==> src/hw/odc_cfg.svh <==
// Constants of the operating definition change block.
`ifndef ODC_CFG_SVH
`define ODC_CFG_SVH
`define ODC_OP_CHGDEF 8'h40
`define ODC_OP_COMPARE 8'h39
`define ODC_OP_COPY 8'h18
`define ODC_OP_COPYVER 8'h3a
`define ODC_OP_INQUIRY 8'h12
`define ODC_OP_REQSNS 8'h03
`define ODC_OP_TUR 8'h00
`define ODC_B_LUN 8'h01
`define ODC_B_SAVE 8'h02
`define ODC_B_DEFP 8'h03
`define ODC_B_LEN 8'h08
`define ODC_B_LAST 8'h09
`define ODC_DP_KEEP 7'h00
`define ODC_DP_SCSI1 7'h01
`define ODC_DP_LEGACY 7'h02
`define ODC_DP_SCSI2 7'h03
`define ODC_DP_VEND_LO 7'h40
`define ODC_SC_LU_INI 2'h0
`define ODC_SC_TGT_INI 2'h1
`define ODC_SC_LU_ALL 2'h2
`define ODC_A_CTRL 8'h00
`define ODC_A_STAT 8'h04
`define ODC_A_UA_LO 8'h08
`define ODC_A_UA_HI 8'h0c
`define ODC_F_SCOPE 0
`define ODC_F_PWEN 3
`define ODC_F_KEY 8
`define ODC_F_VCODE 16
`define ODC_F_VEN 23
`define ODC_CTRL_RST 32'h0000_0000
`define ODC_DEF_LVL 3'h3
`define ODC_SENSE0_LEGACY 8'h04
`define ODC_SENSE0_FULL 8'h00
`define ODC_VER_OLD 3'h1
`define ODC_VER_NEW 3'h2
`define ODC_RFMT_SCSI1 4'h0
`define ODC_RFMT_LEGACY 4'h1
`define ODC_RFMT_SCSI2 4'h2
`endif

==> src/hw/odc_pkg.sv <==
// Types shared by the operating definition change block.
package odc_pkg;
    typedef enum logic [3:0] {ST_IDLE = 4'b0001, ST_CDB = 4'b0010, ST_DATA = 4'b0100,
        ST_DONE = 4'b1000} odc_state_t;
    typedef enum logic [2:0] {LV_SCSI1 = 3'h1, LV_LEGACY = 3'h2, LV_SCSI2 = 3'h3,
        LV_VEND = 3'h4} odc_lvl_t;
    typedef enum logic [3:0] {OP_OTHER = 4'h0, OP_CHGDEF = 4'h1, OP_COMPARE = 4'h2,
        OP_COPY = 4'h3, OP_COPYVER = 4'h4, OP_INQ = 4'h5, OP_REQSNS = 4'h6,
        OP_TUR = 4'h7} odc_op_t;
    typedef struct packed {
        logic [2:0] lun;
        logic save;
        logic [6:0] defp;
        logic [7:0] len;
    } odc_cdb_t;
    typedef struct packed {
        logic aen_en;
        logic irec_en;
        logic [7:0] sense0_len;
        logic [2:0] inq_ver;
        logic [3:0] inq_rfmt;
        logic inq_feat_en;
    } odc_beh_t;
    typedef struct packed {
        logic cyc;
        logic stb;
        logic we;
        logic [7:0] adr;
        logic [3:0] sel;
        logic [31:0] dat;
    } odc_wbreq_t;
endpackage

==> src/hw/odc_top.sv <==
// Operating definition change command handler with its Wishbone registers.
//
// Added by the designer: the placing of the registers and the Wishbone interface to the registers.
`timescale 1ns/1ns
`include "odc_cfg.svh"
module odc_top (
    // Clock and reset.
    input wire logic mclk,
    input wire logic nrst,
    // Wishbone slave.
    input odc_pkg::odc_wbreq_t wb_req,
    output logic [31:0] wb_dat_o,
    output logic wb_ack_o,
    // Command bytes and message events from the bus logic.
    input wire logic cdb_valid,
    input wire logic [7:0] cdb_byte,
    input wire logic [2:0] cmd_init,
    input wire logic par_valid,
    input wire logic [7:0] par_byte,
    input wire logic cc_ack_seen,
    input wire logic cmd_fail,
    input wire logic restore_fail,
    // Unit attention clear from the initiator side.
    input wire logic ua_clr,
    input wire logic [5:0] ua_clr_idx,
    // Non-volatile store.
    input wire logic nvm_ok,
    input wire logic [2:0] nvm_lvl,
    output logic nvm_we,
    output logic [2:0] nvm_lvl_o,
    // Results.
    output odc_pkg::odc_op_t op_class,
    output logic data_req,
    output logic chk_cond,
    output odc_pkg::odc_lvl_t cur_lvl,
    output odc_pkg::odc_beh_t beh,
    output logic ua_pend
);

    // ----------------------------------------
    // State
    // ----------------------------------------
    odc_pkg::odc_state_t st_ff, nxt_st;
    odc_pkg::odc_cdb_t cdb_ff, nxt_cdb;
    odc_pkg::odc_op_t op_ff, nxt_op;
    logic [7:0] cnt_ff, nxt_cnt;
    logic [31:0] ctrl_ff, nxt_ctrl, rd_ff, nxt_rd;
    logic chk_ff, nxt_chk, ack_ff, nxt_ack, nvm_we_ff, nxt_nvm_we, ua_pend_ff, nxt_ua_pend;
    logic boot_ff, cmt, ok_end, bad_dp, wr_go;
    logic [63:0][2:0] tbl_ff;
    wire [63:0][2:0] nxt_tbl;
    logic [63:0] ua_ff;
    wire [63:0] nxt_ua;
    logic [2:0] nvm_lvl_ff, nxt_nvm_lvl, new_lvl;
    odc_pkg::odc_lvl_t lvl_ff, nxt_lvl;
    odc_pkg::odc_beh_t beh_ff, nxt_beh;
    logic [5:0] cur_idx;
    logic [1:0] scope;
    assign scope = ctrl_ff[`ODC_F_SCOPE +: 2];
    assign wr_go = wb_req.cyc & wb_req.stb & wb_req.we & ~ack_ff;

    // Maps a unit and initiator to the table entry of the chosen scope.
    function automatic logic [5:0] map_idx(input logic [1:0] sc, input logic [2:0] lu,
        input logic [2:0] ini);
        case (sc)
            `ODC_SC_LU_INI: map_idx = {lu, ini};
            `ODC_SC_TGT_INI: map_idx = {3'h0, ini};
            `ODC_SC_LU_ALL: map_idx = {lu, 3'h0};
            default: map_idx = 6'h00;
        endcase
    endfunction

    // Classifies the first command byte.
    function automatic odc_pkg::odc_op_t dec_op(input logic [7:0] b);
        case (b)
            `ODC_OP_CHGDEF: dec_op = odc_pkg::OP_CHGDEF;
            `ODC_OP_COMPARE: dec_op = odc_pkg::OP_COMPARE;
            `ODC_OP_COPY: dec_op = odc_pkg::OP_COPY;
            `ODC_OP_COPYVER: dec_op = odc_pkg::OP_COPYVER;
            `ODC_OP_INQUIRY: dec_op = odc_pkg::OP_INQ;
            `ODC_OP_REQSNS: dec_op = odc_pkg::OP_REQSNS;
            `ODC_OP_TUR: dec_op = odc_pkg::OP_TUR;
            default: dec_op = odc_pkg::OP_OTHER;
        endcase
    endfunction

    // ----------------------------------------
    // Parameter check
    // ----------------------------------------
    // Translates the definition parameter and flags values the target refuses.
    always_comb
    begin
        new_lvl = 3'h0;
        bad_dp = 1'b0;
        case (cdb_ff.defp)
            `ODC_DP_KEEP: new_lvl = 3'h0;
            `ODC_DP_SCSI1: new_lvl = odc_pkg::LV_SCSI1;
            `ODC_DP_LEGACY: new_lvl = odc_pkg::LV_LEGACY;
            `ODC_DP_SCSI2: new_lvl = odc_pkg::LV_SCSI2;
            default:
            begin
                new_lvl = odc_pkg::LV_VEND;
                bad_dp = (cdb_ff.defp < `ODC_DP_VEND_LO) | ~ctrl_ff[`ODC_F_VEN]
                    | (cdb_ff.defp != ctrl_ff[`ODC_F_VCODE +: 7]);
            end
        endcase
    end

    // ----------------------------------------
    // Command sequencer
    // ----------------------------------------
    // Collects the command block, counts parameter data and waits for completion.
    always_comb
    begin
        nxt_st = st_ff;
        nxt_cdb = cdb_ff;
        nxt_op = op_ff;
        nxt_cnt = cnt_ff;
        nxt_chk = chk_ff;
        ok_end = 1'b0;
        case (st_ff)
            odc_pkg::ST_IDLE:
            begin
                if (cdb_valid)
                begin
                    nxt_op = dec_op(cdb_byte);
                    nxt_cnt = 8'h01;
                    nxt_chk = 1'b0;
                    if (cdb_byte == `ODC_OP_CHGDEF)
                        nxt_st = odc_pkg::ST_CDB;
                end
            end
            odc_pkg::ST_CDB:
            begin
                if (cdb_valid)
                begin
                    case (cnt_ff)
                        `ODC_B_LUN: nxt_cdb.lun = cdb_byte[7:5];
                        `ODC_B_SAVE: nxt_cdb.save = cdb_byte[0];
                        `ODC_B_DEFP: nxt_cdb.defp = cdb_byte[6:0];
                        `ODC_B_LEN: nxt_cdb.len = cdb_byte;
                        default: nxt_cnt = cnt_ff;
                    endcase
                    nxt_cnt = cnt_ff + 8'h01;
                    if (cnt_ff == `ODC_B_LAST)
                    begin
                        nxt_chk = bad_dp;
                        nxt_cnt = 8'h00;
                        nxt_st = (!bad_dp && cdb_ff.len != 8'h00) ? odc_pkg::ST_DATA : odc_pkg::ST_DONE;
                    end
                end
            end
            odc_pkg::ST_DATA:
            begin
                if (par_valid)
                begin
                    if (cnt_ff == 8'h00 && ctrl_ff[`ODC_F_PWEN] && par_byte != ctrl_ff[`ODC_F_KEY +: 8])
                        nxt_chk = 1'b1;
                    nxt_cnt = cnt_ff + 8'h01;
                    if (nxt_cnt == cdb_ff.len)
                        nxt_st = odc_pkg::ST_DONE;
                end
            end
            odc_pkg::ST_DONE:
            begin
                if (cc_ack_seen)
                begin
                    ok_end = ~chk_ff;
                    nxt_st = odc_pkg::ST_IDLE;
                end
            end
            default: nxt_st = odc_pkg::ST_IDLE;
        endcase
        if (cmd_fail)
        begin
            nxt_st = odc_pkg::ST_IDLE;
            ok_end = 1'b0;
        end
    end

    assign cmt = ok_end & (cdb_ff.defp != `ODC_DP_KEEP);
    // Registers the sequencer.
    always_ff @(posedge mclk)
    begin
        if (!nrst)
        begin
            st_ff <= odc_pkg::ST_IDLE;
            cdb_ff <= '0;
            op_ff <= odc_pkg::OP_OTHER;
            cnt_ff <= 8'h00;
            chk_ff <= 1'b0;
        end
        else
        begin
            st_ff <= nxt_st;
            cdb_ff <= nxt_cdb;
            op_ff <= nxt_op;
            cnt_ff <= nxt_cnt;
            chk_ff <= nxt_chk;
        end
    end

    // ----------------------------------------
    // Definition table and unit attention
    // ----------------------------------------
    assign cur_idx = map_idx(scope, cdb_ff.lun, cmd_init);
    // Per entry: boot load, committed change, attention set and clear.
    genvar k;
    generate
        for (k = 0; k < 64; k = k + 1)
        begin : g_ent
            logic aff;
            logic clr;
            assign aff = map_idx(scope, 3'(k >> 3), 3'(k)) == cur_idx;
            assign nxt_tbl[k] = boot_ff ? (nvm_ok ? nvm_lvl : `ODC_DEF_LVL)
                : ((cmt && cur_idx == 6'(k)) ? new_lvl : tbl_ff[k]);
            assign clr = (ua_clr && ua_clr_idx == 6'(k))
                || (wr_go && wb_req.adr == (k < 32 ? `ODC_A_UA_LO : `ODC_A_UA_HI) && wb_req.dat[k % 32]);
            assign nxt_ua[k] = ((cmt | restore_fail) & aff) | (ua_ff[k] & ~clr);
        end
    endgenerate
    // Registers the table; entries start at the default and load once after reset.
    always_ff @(posedge mclk)
    begin
        if (!nrst)
        begin
            boot_ff <= 1'b1;
            tbl_ff <= {64{`ODC_DEF_LVL}};
            ua_ff <= 64'h0;
        end
        else
        begin
            boot_ff <= 1'b0;
            tbl_ff <= nxt_tbl;
            ua_ff <= nxt_ua;
        end
    end
    // ----------------------------------------
    // Behaviour outputs
    // ----------------------------------------
    // Derives legacy behaviour and the save strobe from the active definition.
    always_comb
    begin
        nxt_lvl = odc_pkg::odc_lvl_t'(tbl_ff[cur_idx]);
        nxt_ua_pend = ua_ff[{cdb_ff.lun, cmd_init}];
        // table consulted, old modes lose both
        nxt_beh.aen_en = nxt_lvl == odc_pkg::LV_SCSI2 || nxt_lvl == odc_pkg::LV_VEND;
        nxt_beh.irec_en = nxt_beh.aen_en;
        nxt_beh.sense0_len = nxt_beh.aen_en ? `ODC_SENSE0_FULL : `ODC_SENSE0_LEGACY;
        nxt_beh.inq_ver = nxt_beh.aen_en ? `ODC_VER_NEW : `ODC_VER_OLD;
        nxt_beh.inq_rfmt = nxt_lvl == odc_pkg::LV_SCSI1 ? `ODC_RFMT_SCSI1
            : (nxt_lvl == odc_pkg::LV_LEGACY ? `ODC_RFMT_LEGACY : `ODC_RFMT_SCSI2);
        nxt_beh.inq_feat_en = nxt_beh.aen_en;
        nxt_nvm_we = ok_end & cdb_ff.save & nvm_ok;
        nxt_nvm_lvl = cmt ? new_lvl : tbl_ff[cur_idx];
    end

    // Registers the behaviour outputs.
    always_ff @(posedge mclk)
    begin
        if (!nrst)
        begin
            lvl_ff <= odc_pkg::odc_lvl_t'(`ODC_DEF_LVL);
            beh_ff <= '0;
            ua_pend_ff <= 1'b0;
            nvm_we_ff <= 1'b0;
            nvm_lvl_ff <= 3'h0;
        end
        else
        begin
            lvl_ff <= nxt_lvl;
            beh_ff <= nxt_beh;
            ua_pend_ff <= nxt_ua_pend;
            nvm_we_ff <= nxt_nvm_we;
            nvm_lvl_ff <= nxt_nvm_lvl;
        end
    end

    // ----------------------------------------
    // Wishbone registers
    // ----------------------------------------
    // Acks one cycle after the strobe, writes control by byte lanes, muxes reads.
    always_comb
    begin
        nxt_ack = wb_req.cyc & wb_req.stb & ~ack_ff;
        nxt_ctrl = ctrl_ff;
        nxt_rd = 32'h0000_0000;
        for (int i = 0; i < 4; i++)
        begin
            if (wr_go && wb_req.adr == `ODC_A_CTRL && wb_req.sel[i])
                nxt_ctrl[i * 8 +: 8] = wb_req.dat[i * 8 +: 8];
        end
        case (wb_req.adr)
            `ODC_A_CTRL: nxt_rd = ctrl_ff;
            `ODC_A_STAT: nxt_rd = {19'h0_0000, op_ff, st_ff, chk_ff, lvl_ff, cdb_ff.save};
            `ODC_A_UA_LO: nxt_rd = ua_ff[31:0];
            `ODC_A_UA_HI: nxt_rd = ua_ff[63:32];
            default: nxt_rd = 32'h0000_0000;
        endcase
    end

    // Registers the bus slave.
    always_ff @(posedge mclk)
    begin
        if (!nrst)
        begin
            ack_ff <= 1'b0;
            ctrl_ff <= `ODC_CTRL_RST;
            rd_ff <= 32'h0000_0000;
        end
        else
        begin
            ack_ff <= nxt_ack;
            ctrl_ff <= nxt_ctrl;
            rd_ff <= nxt_rd;
        end
    end

    assign wb_ack_o = ack_ff;
    assign wb_dat_o = rd_ff;
    assign op_class = op_ff;
    assign data_req = st_ff[2]; // The one-hot data state bit itself.
    assign chk_cond = chk_ff;
    assign cur_lvl = lvl_ff;
    assign beh = beh_ff;
    assign ua_pend = ua_pend_ff;
    assign nvm_we = nvm_we_ff;
    assign nvm_lvl_o = nvm_lvl_ff;
endmodule

==> config.mk <==
export PLATFORM = sky130hd
export DESIGN_NAME = odc_top
export DESIGN_NICKNAME = d
export VERILOG_FILES = /design/src/hw/odc_pkg.sv /design/src/hw/odc_top.sv
export VERILOG_INCLUDE_DIRS = /design/src /design/src/hw
export SDC_FILE = /design/constraint.sdc
export NUM_CORES = 1
export LEC_CHECK = 0
export ABC_AREA = 0
export BUFFER_PORTS_ARGS = -buffer_cell sky130_fd_sc_hd__buf_4
export CAP_MARGIN = 0
export CORE_MARGIN = 4
export CORE_UTILIZATION = 54
export CTS_CLUSTER_SIZE = 20
export DETAILED_ROUTE_END_ITERATION = 12
export PLACE_DENSITY = 0.82
export SKIP_CTS_REPAIR_TIMING = 1
export SYNTH_ARGS = -nofsm -noshare
export SYNTH_HDL_FRONTEND = slang
export SYNTH_SLANG_ARGS = --single-unit
==> constraint.sdc <==
create_clock -name mclk -period 2.55 [get_ports mclk]
set_clock_uncertainty 0.1 [all_clocks]
set_input_delay 0.255 -clock mclk [delete_from_list [all_inputs] [get_ports mclk]]
set_output_delay 0.255 -clock mclk [all_outputs]
set_load 0.1 [all_outputs]
==> out/qor.csv <==
metric,value,unit
Max clock buf depth,3,
YS warnings,0,
r2r worst-path depth,9,
H-Tree Depth,2,
WL per Instance,22.3,um
outcome,finished with violations,
largest net degree at the start of global routing,71,
failing checks,"negative hold slack, negative setup slack",
IO Count,149,
core area,0.0328,mm^2
grt total ovfl,0,
distinct cell type count of the synthesized netlist,78,
Worst Min Path Start,cmd_fail,
Die Ht,191,um
CTS Root Cell,clkbuf_16,
count of final hold-check violations,1,
Worst R2R Setup Slack,-130,ps
Reg-to-Reg End,tbl_ff[183],
top_reg_cell synth,dfxtp_1,
DRC Markers,0,
Post-Synthesis Cells,2114,
post-route setup slack,-130,ps
Max VDD drop,0.000558,V
final hold slack,-5.50,ps
critical path arrival,2970,ps
chip width,191,um
max-cap viol count,0,
routability cong.,0.978,
TritonCTS clock tree,done,
"Setup violations, final",54,
post-route ant nets,0,
"critical path fanouts, max",8,
RSZ-0062 raised after global routing,yes,
Crit. End Element,flop,
setup TNS,-1850,ps
Setup CP Type,reg -> reg,
initial antenna violation count,0,
fin. max-slew vios,0,
synthesized area per cell,8.56,um^2
#FFs+latches synth,369,
Critical Path Start Type,flop,
num rows,66,
final worst path period share,105,%
antenna cells,0,
DR iter-0 viols,1689,
Skew-Pair Late Insertion Delay,540,ps
buffers added on ports,137,
fmax,0.373,GHz
Post-synth EDFFs,0,
Slew @ Worst Pin,743,ps
leakage power total,0.00950,uW
P&R area growth vs syn,25.8,%
"Data required, critical path",2840,ps
CTS buffer count,40,
hold endpoint,st_ff[0],
Reg-to-Reg Start,st_ff[1],
"Net count, final",2422,
"commonest non-fill, non-tap cell in the layout",dfxtp_1,
Vias,17400,
final worst path period need,2680,ps
Async SR Flop Fraction,0,%
max-slew headroom at the worst pin,50.3,%
clk sinks,369,
DRT Pass-1 Iters,9,
final core occ,69.4,%
Power Density,611,mW/mm^2
Die ar.,0.0365,mm^2
number of global-route vias before repair,16600,
first-pass GRT wire length,91700,um
Routed WL,62500,um
share of cells above drive strength 1,21.6,%
Hold Crit Class,in -> reg,
Starting Density,55.2,%
vias per cell,6.19,
dpl hpwl,41800,um
most frequent cells in the layout,"dfxtp_1 (363), nor2_1 (358), nand2_1 (269), buf_4 (266), mux2i_1 (240)",
dpl ws,-330,ps
total global-route track usage,31.3,%
Hold Path Depth,3,
synthesized cell area,0.0181,mm^2
"Seq/Total Area, Yosys",40.8,%
Worst-path clk slew,60,ps
cells in the mapped netlist, drive strengths merged (13+ instances only):
master / n / share of area, %
xnor2: 20 / 0.97
nand2b: 17 / 0.59
mux4: 24 / 3.0
clkbuf: 123 / 2.6
nor3: 17 / 0.68
mux2: 36 / 2.2
o21ai: 88 / 2.4
a21oi: 151 / 4.2
o221ai: 22 / 1.1
a222oi: 13 / 0.72
nand2: 269 / 5.6
mux2i: 242 / 13
buf: 48 / 1.8
nor2: 360 / 7.5
dfxtp: 369 / 41
nand3: 30 / 0.83
a22oi: 25 / 1.0
a21o: 69 / 2.9
a221oi: 13 / 0.73
inv: 23 / 0.48
how the worst max path moves through the flow:
stage / startpoint / endpoint / slack [ps]
6_report: st_ff[1] / tbl_ff[183] / -130
5_1_grt: st_ff[1] / tbl_ff[183] / -170
4_1_cts: ctrl_ff[1] / beh[5] / -170
3_5_place_dp: cmd_init[0] / beh[5] / -330
3_3_place_gp: cmd_init[0] / beh[5] / -320
2_1_floorplan: st_ff[2] / tbl_ff[168] / -30
sequential cells by signal, summed over array words and instances (netlist names), 4 cells and up:
signal and flops:
ua_ff 64, beh 4, cnt_ff 8, cdb_ff 19, st_ff 4, wb_dat_o 32
tbl_ff 192, ctrl_ff 32
worst max-delay path: stages (launching register included):
cell,delay [ps]
dfxtp_1,310
or4_4,540
nor3_4,250
o31a_2,230
inv_4,60
nor3_4,280
clkbuf_16,250
a21o_1,210
mux2i_1,230
nand2_1,70
area by class of cell:
class                           instances  area (um^2)
Clock inverter                         18          215
Sequential cell                       369         7400
Inverter                               23         93.8
Clock buffer                           54         1160
Multi-Input combinational cell       1562        10400
Timing Repair Buffer                  338         2960
Tap cell                              442          553
Fill cell                            2448        10000
where the power goes:
part	internal [uW]	total [uW]	switching, uW
combinational	682	1720	1040
sequential	5950	6080	132
clock	3630	6090	2460
cells by family after synthesis:
family / count (synthesis) / share of synthesized area [%]
other: 1 / 0.0207
multiplexers: 302 / 18.6
XOR/XNOR: 27 / 1.31
AO/OA/AOI/OAI: 444 / 15.9
AND/OR/NAND/NOR: 773 / 18.2
adder cells (fa/ha/maj): 4 / 0.277
buffers and inverters: 194 / 4.79
flip-flops: 369 / 40.8
metrics by stage:
stage	power [uW]	area (um^2)	hold slack (ps)	instances
2_1_floorplan	7210	18200	295	2124
5_1_grt	14300	22800	37.5	2806
4_1_cts	13800	21700	-114	2749
3_3_place_gp	7730	20300	338	2677
6_report	13900	22800	-5.50	2806
3_5_place_dp	7770	20300	346	2677
routing by layer:
| metal | vias to the layer above | share of wire, % | global-route usage (%) |
|---|---|---|---|
| met1 | 8347 | 39 | 39.5 |
| met5 | - | 0 | 0 |
| li1 | 7849 | - | - |
| met3 | 221 | 8.4 | 5.22 |
| met4 | 0 | 5.4 | 14.9 |
| met2 | 964 | 47 | 52.2 |
Note: power is estimated with default switching activity, not from simulation.
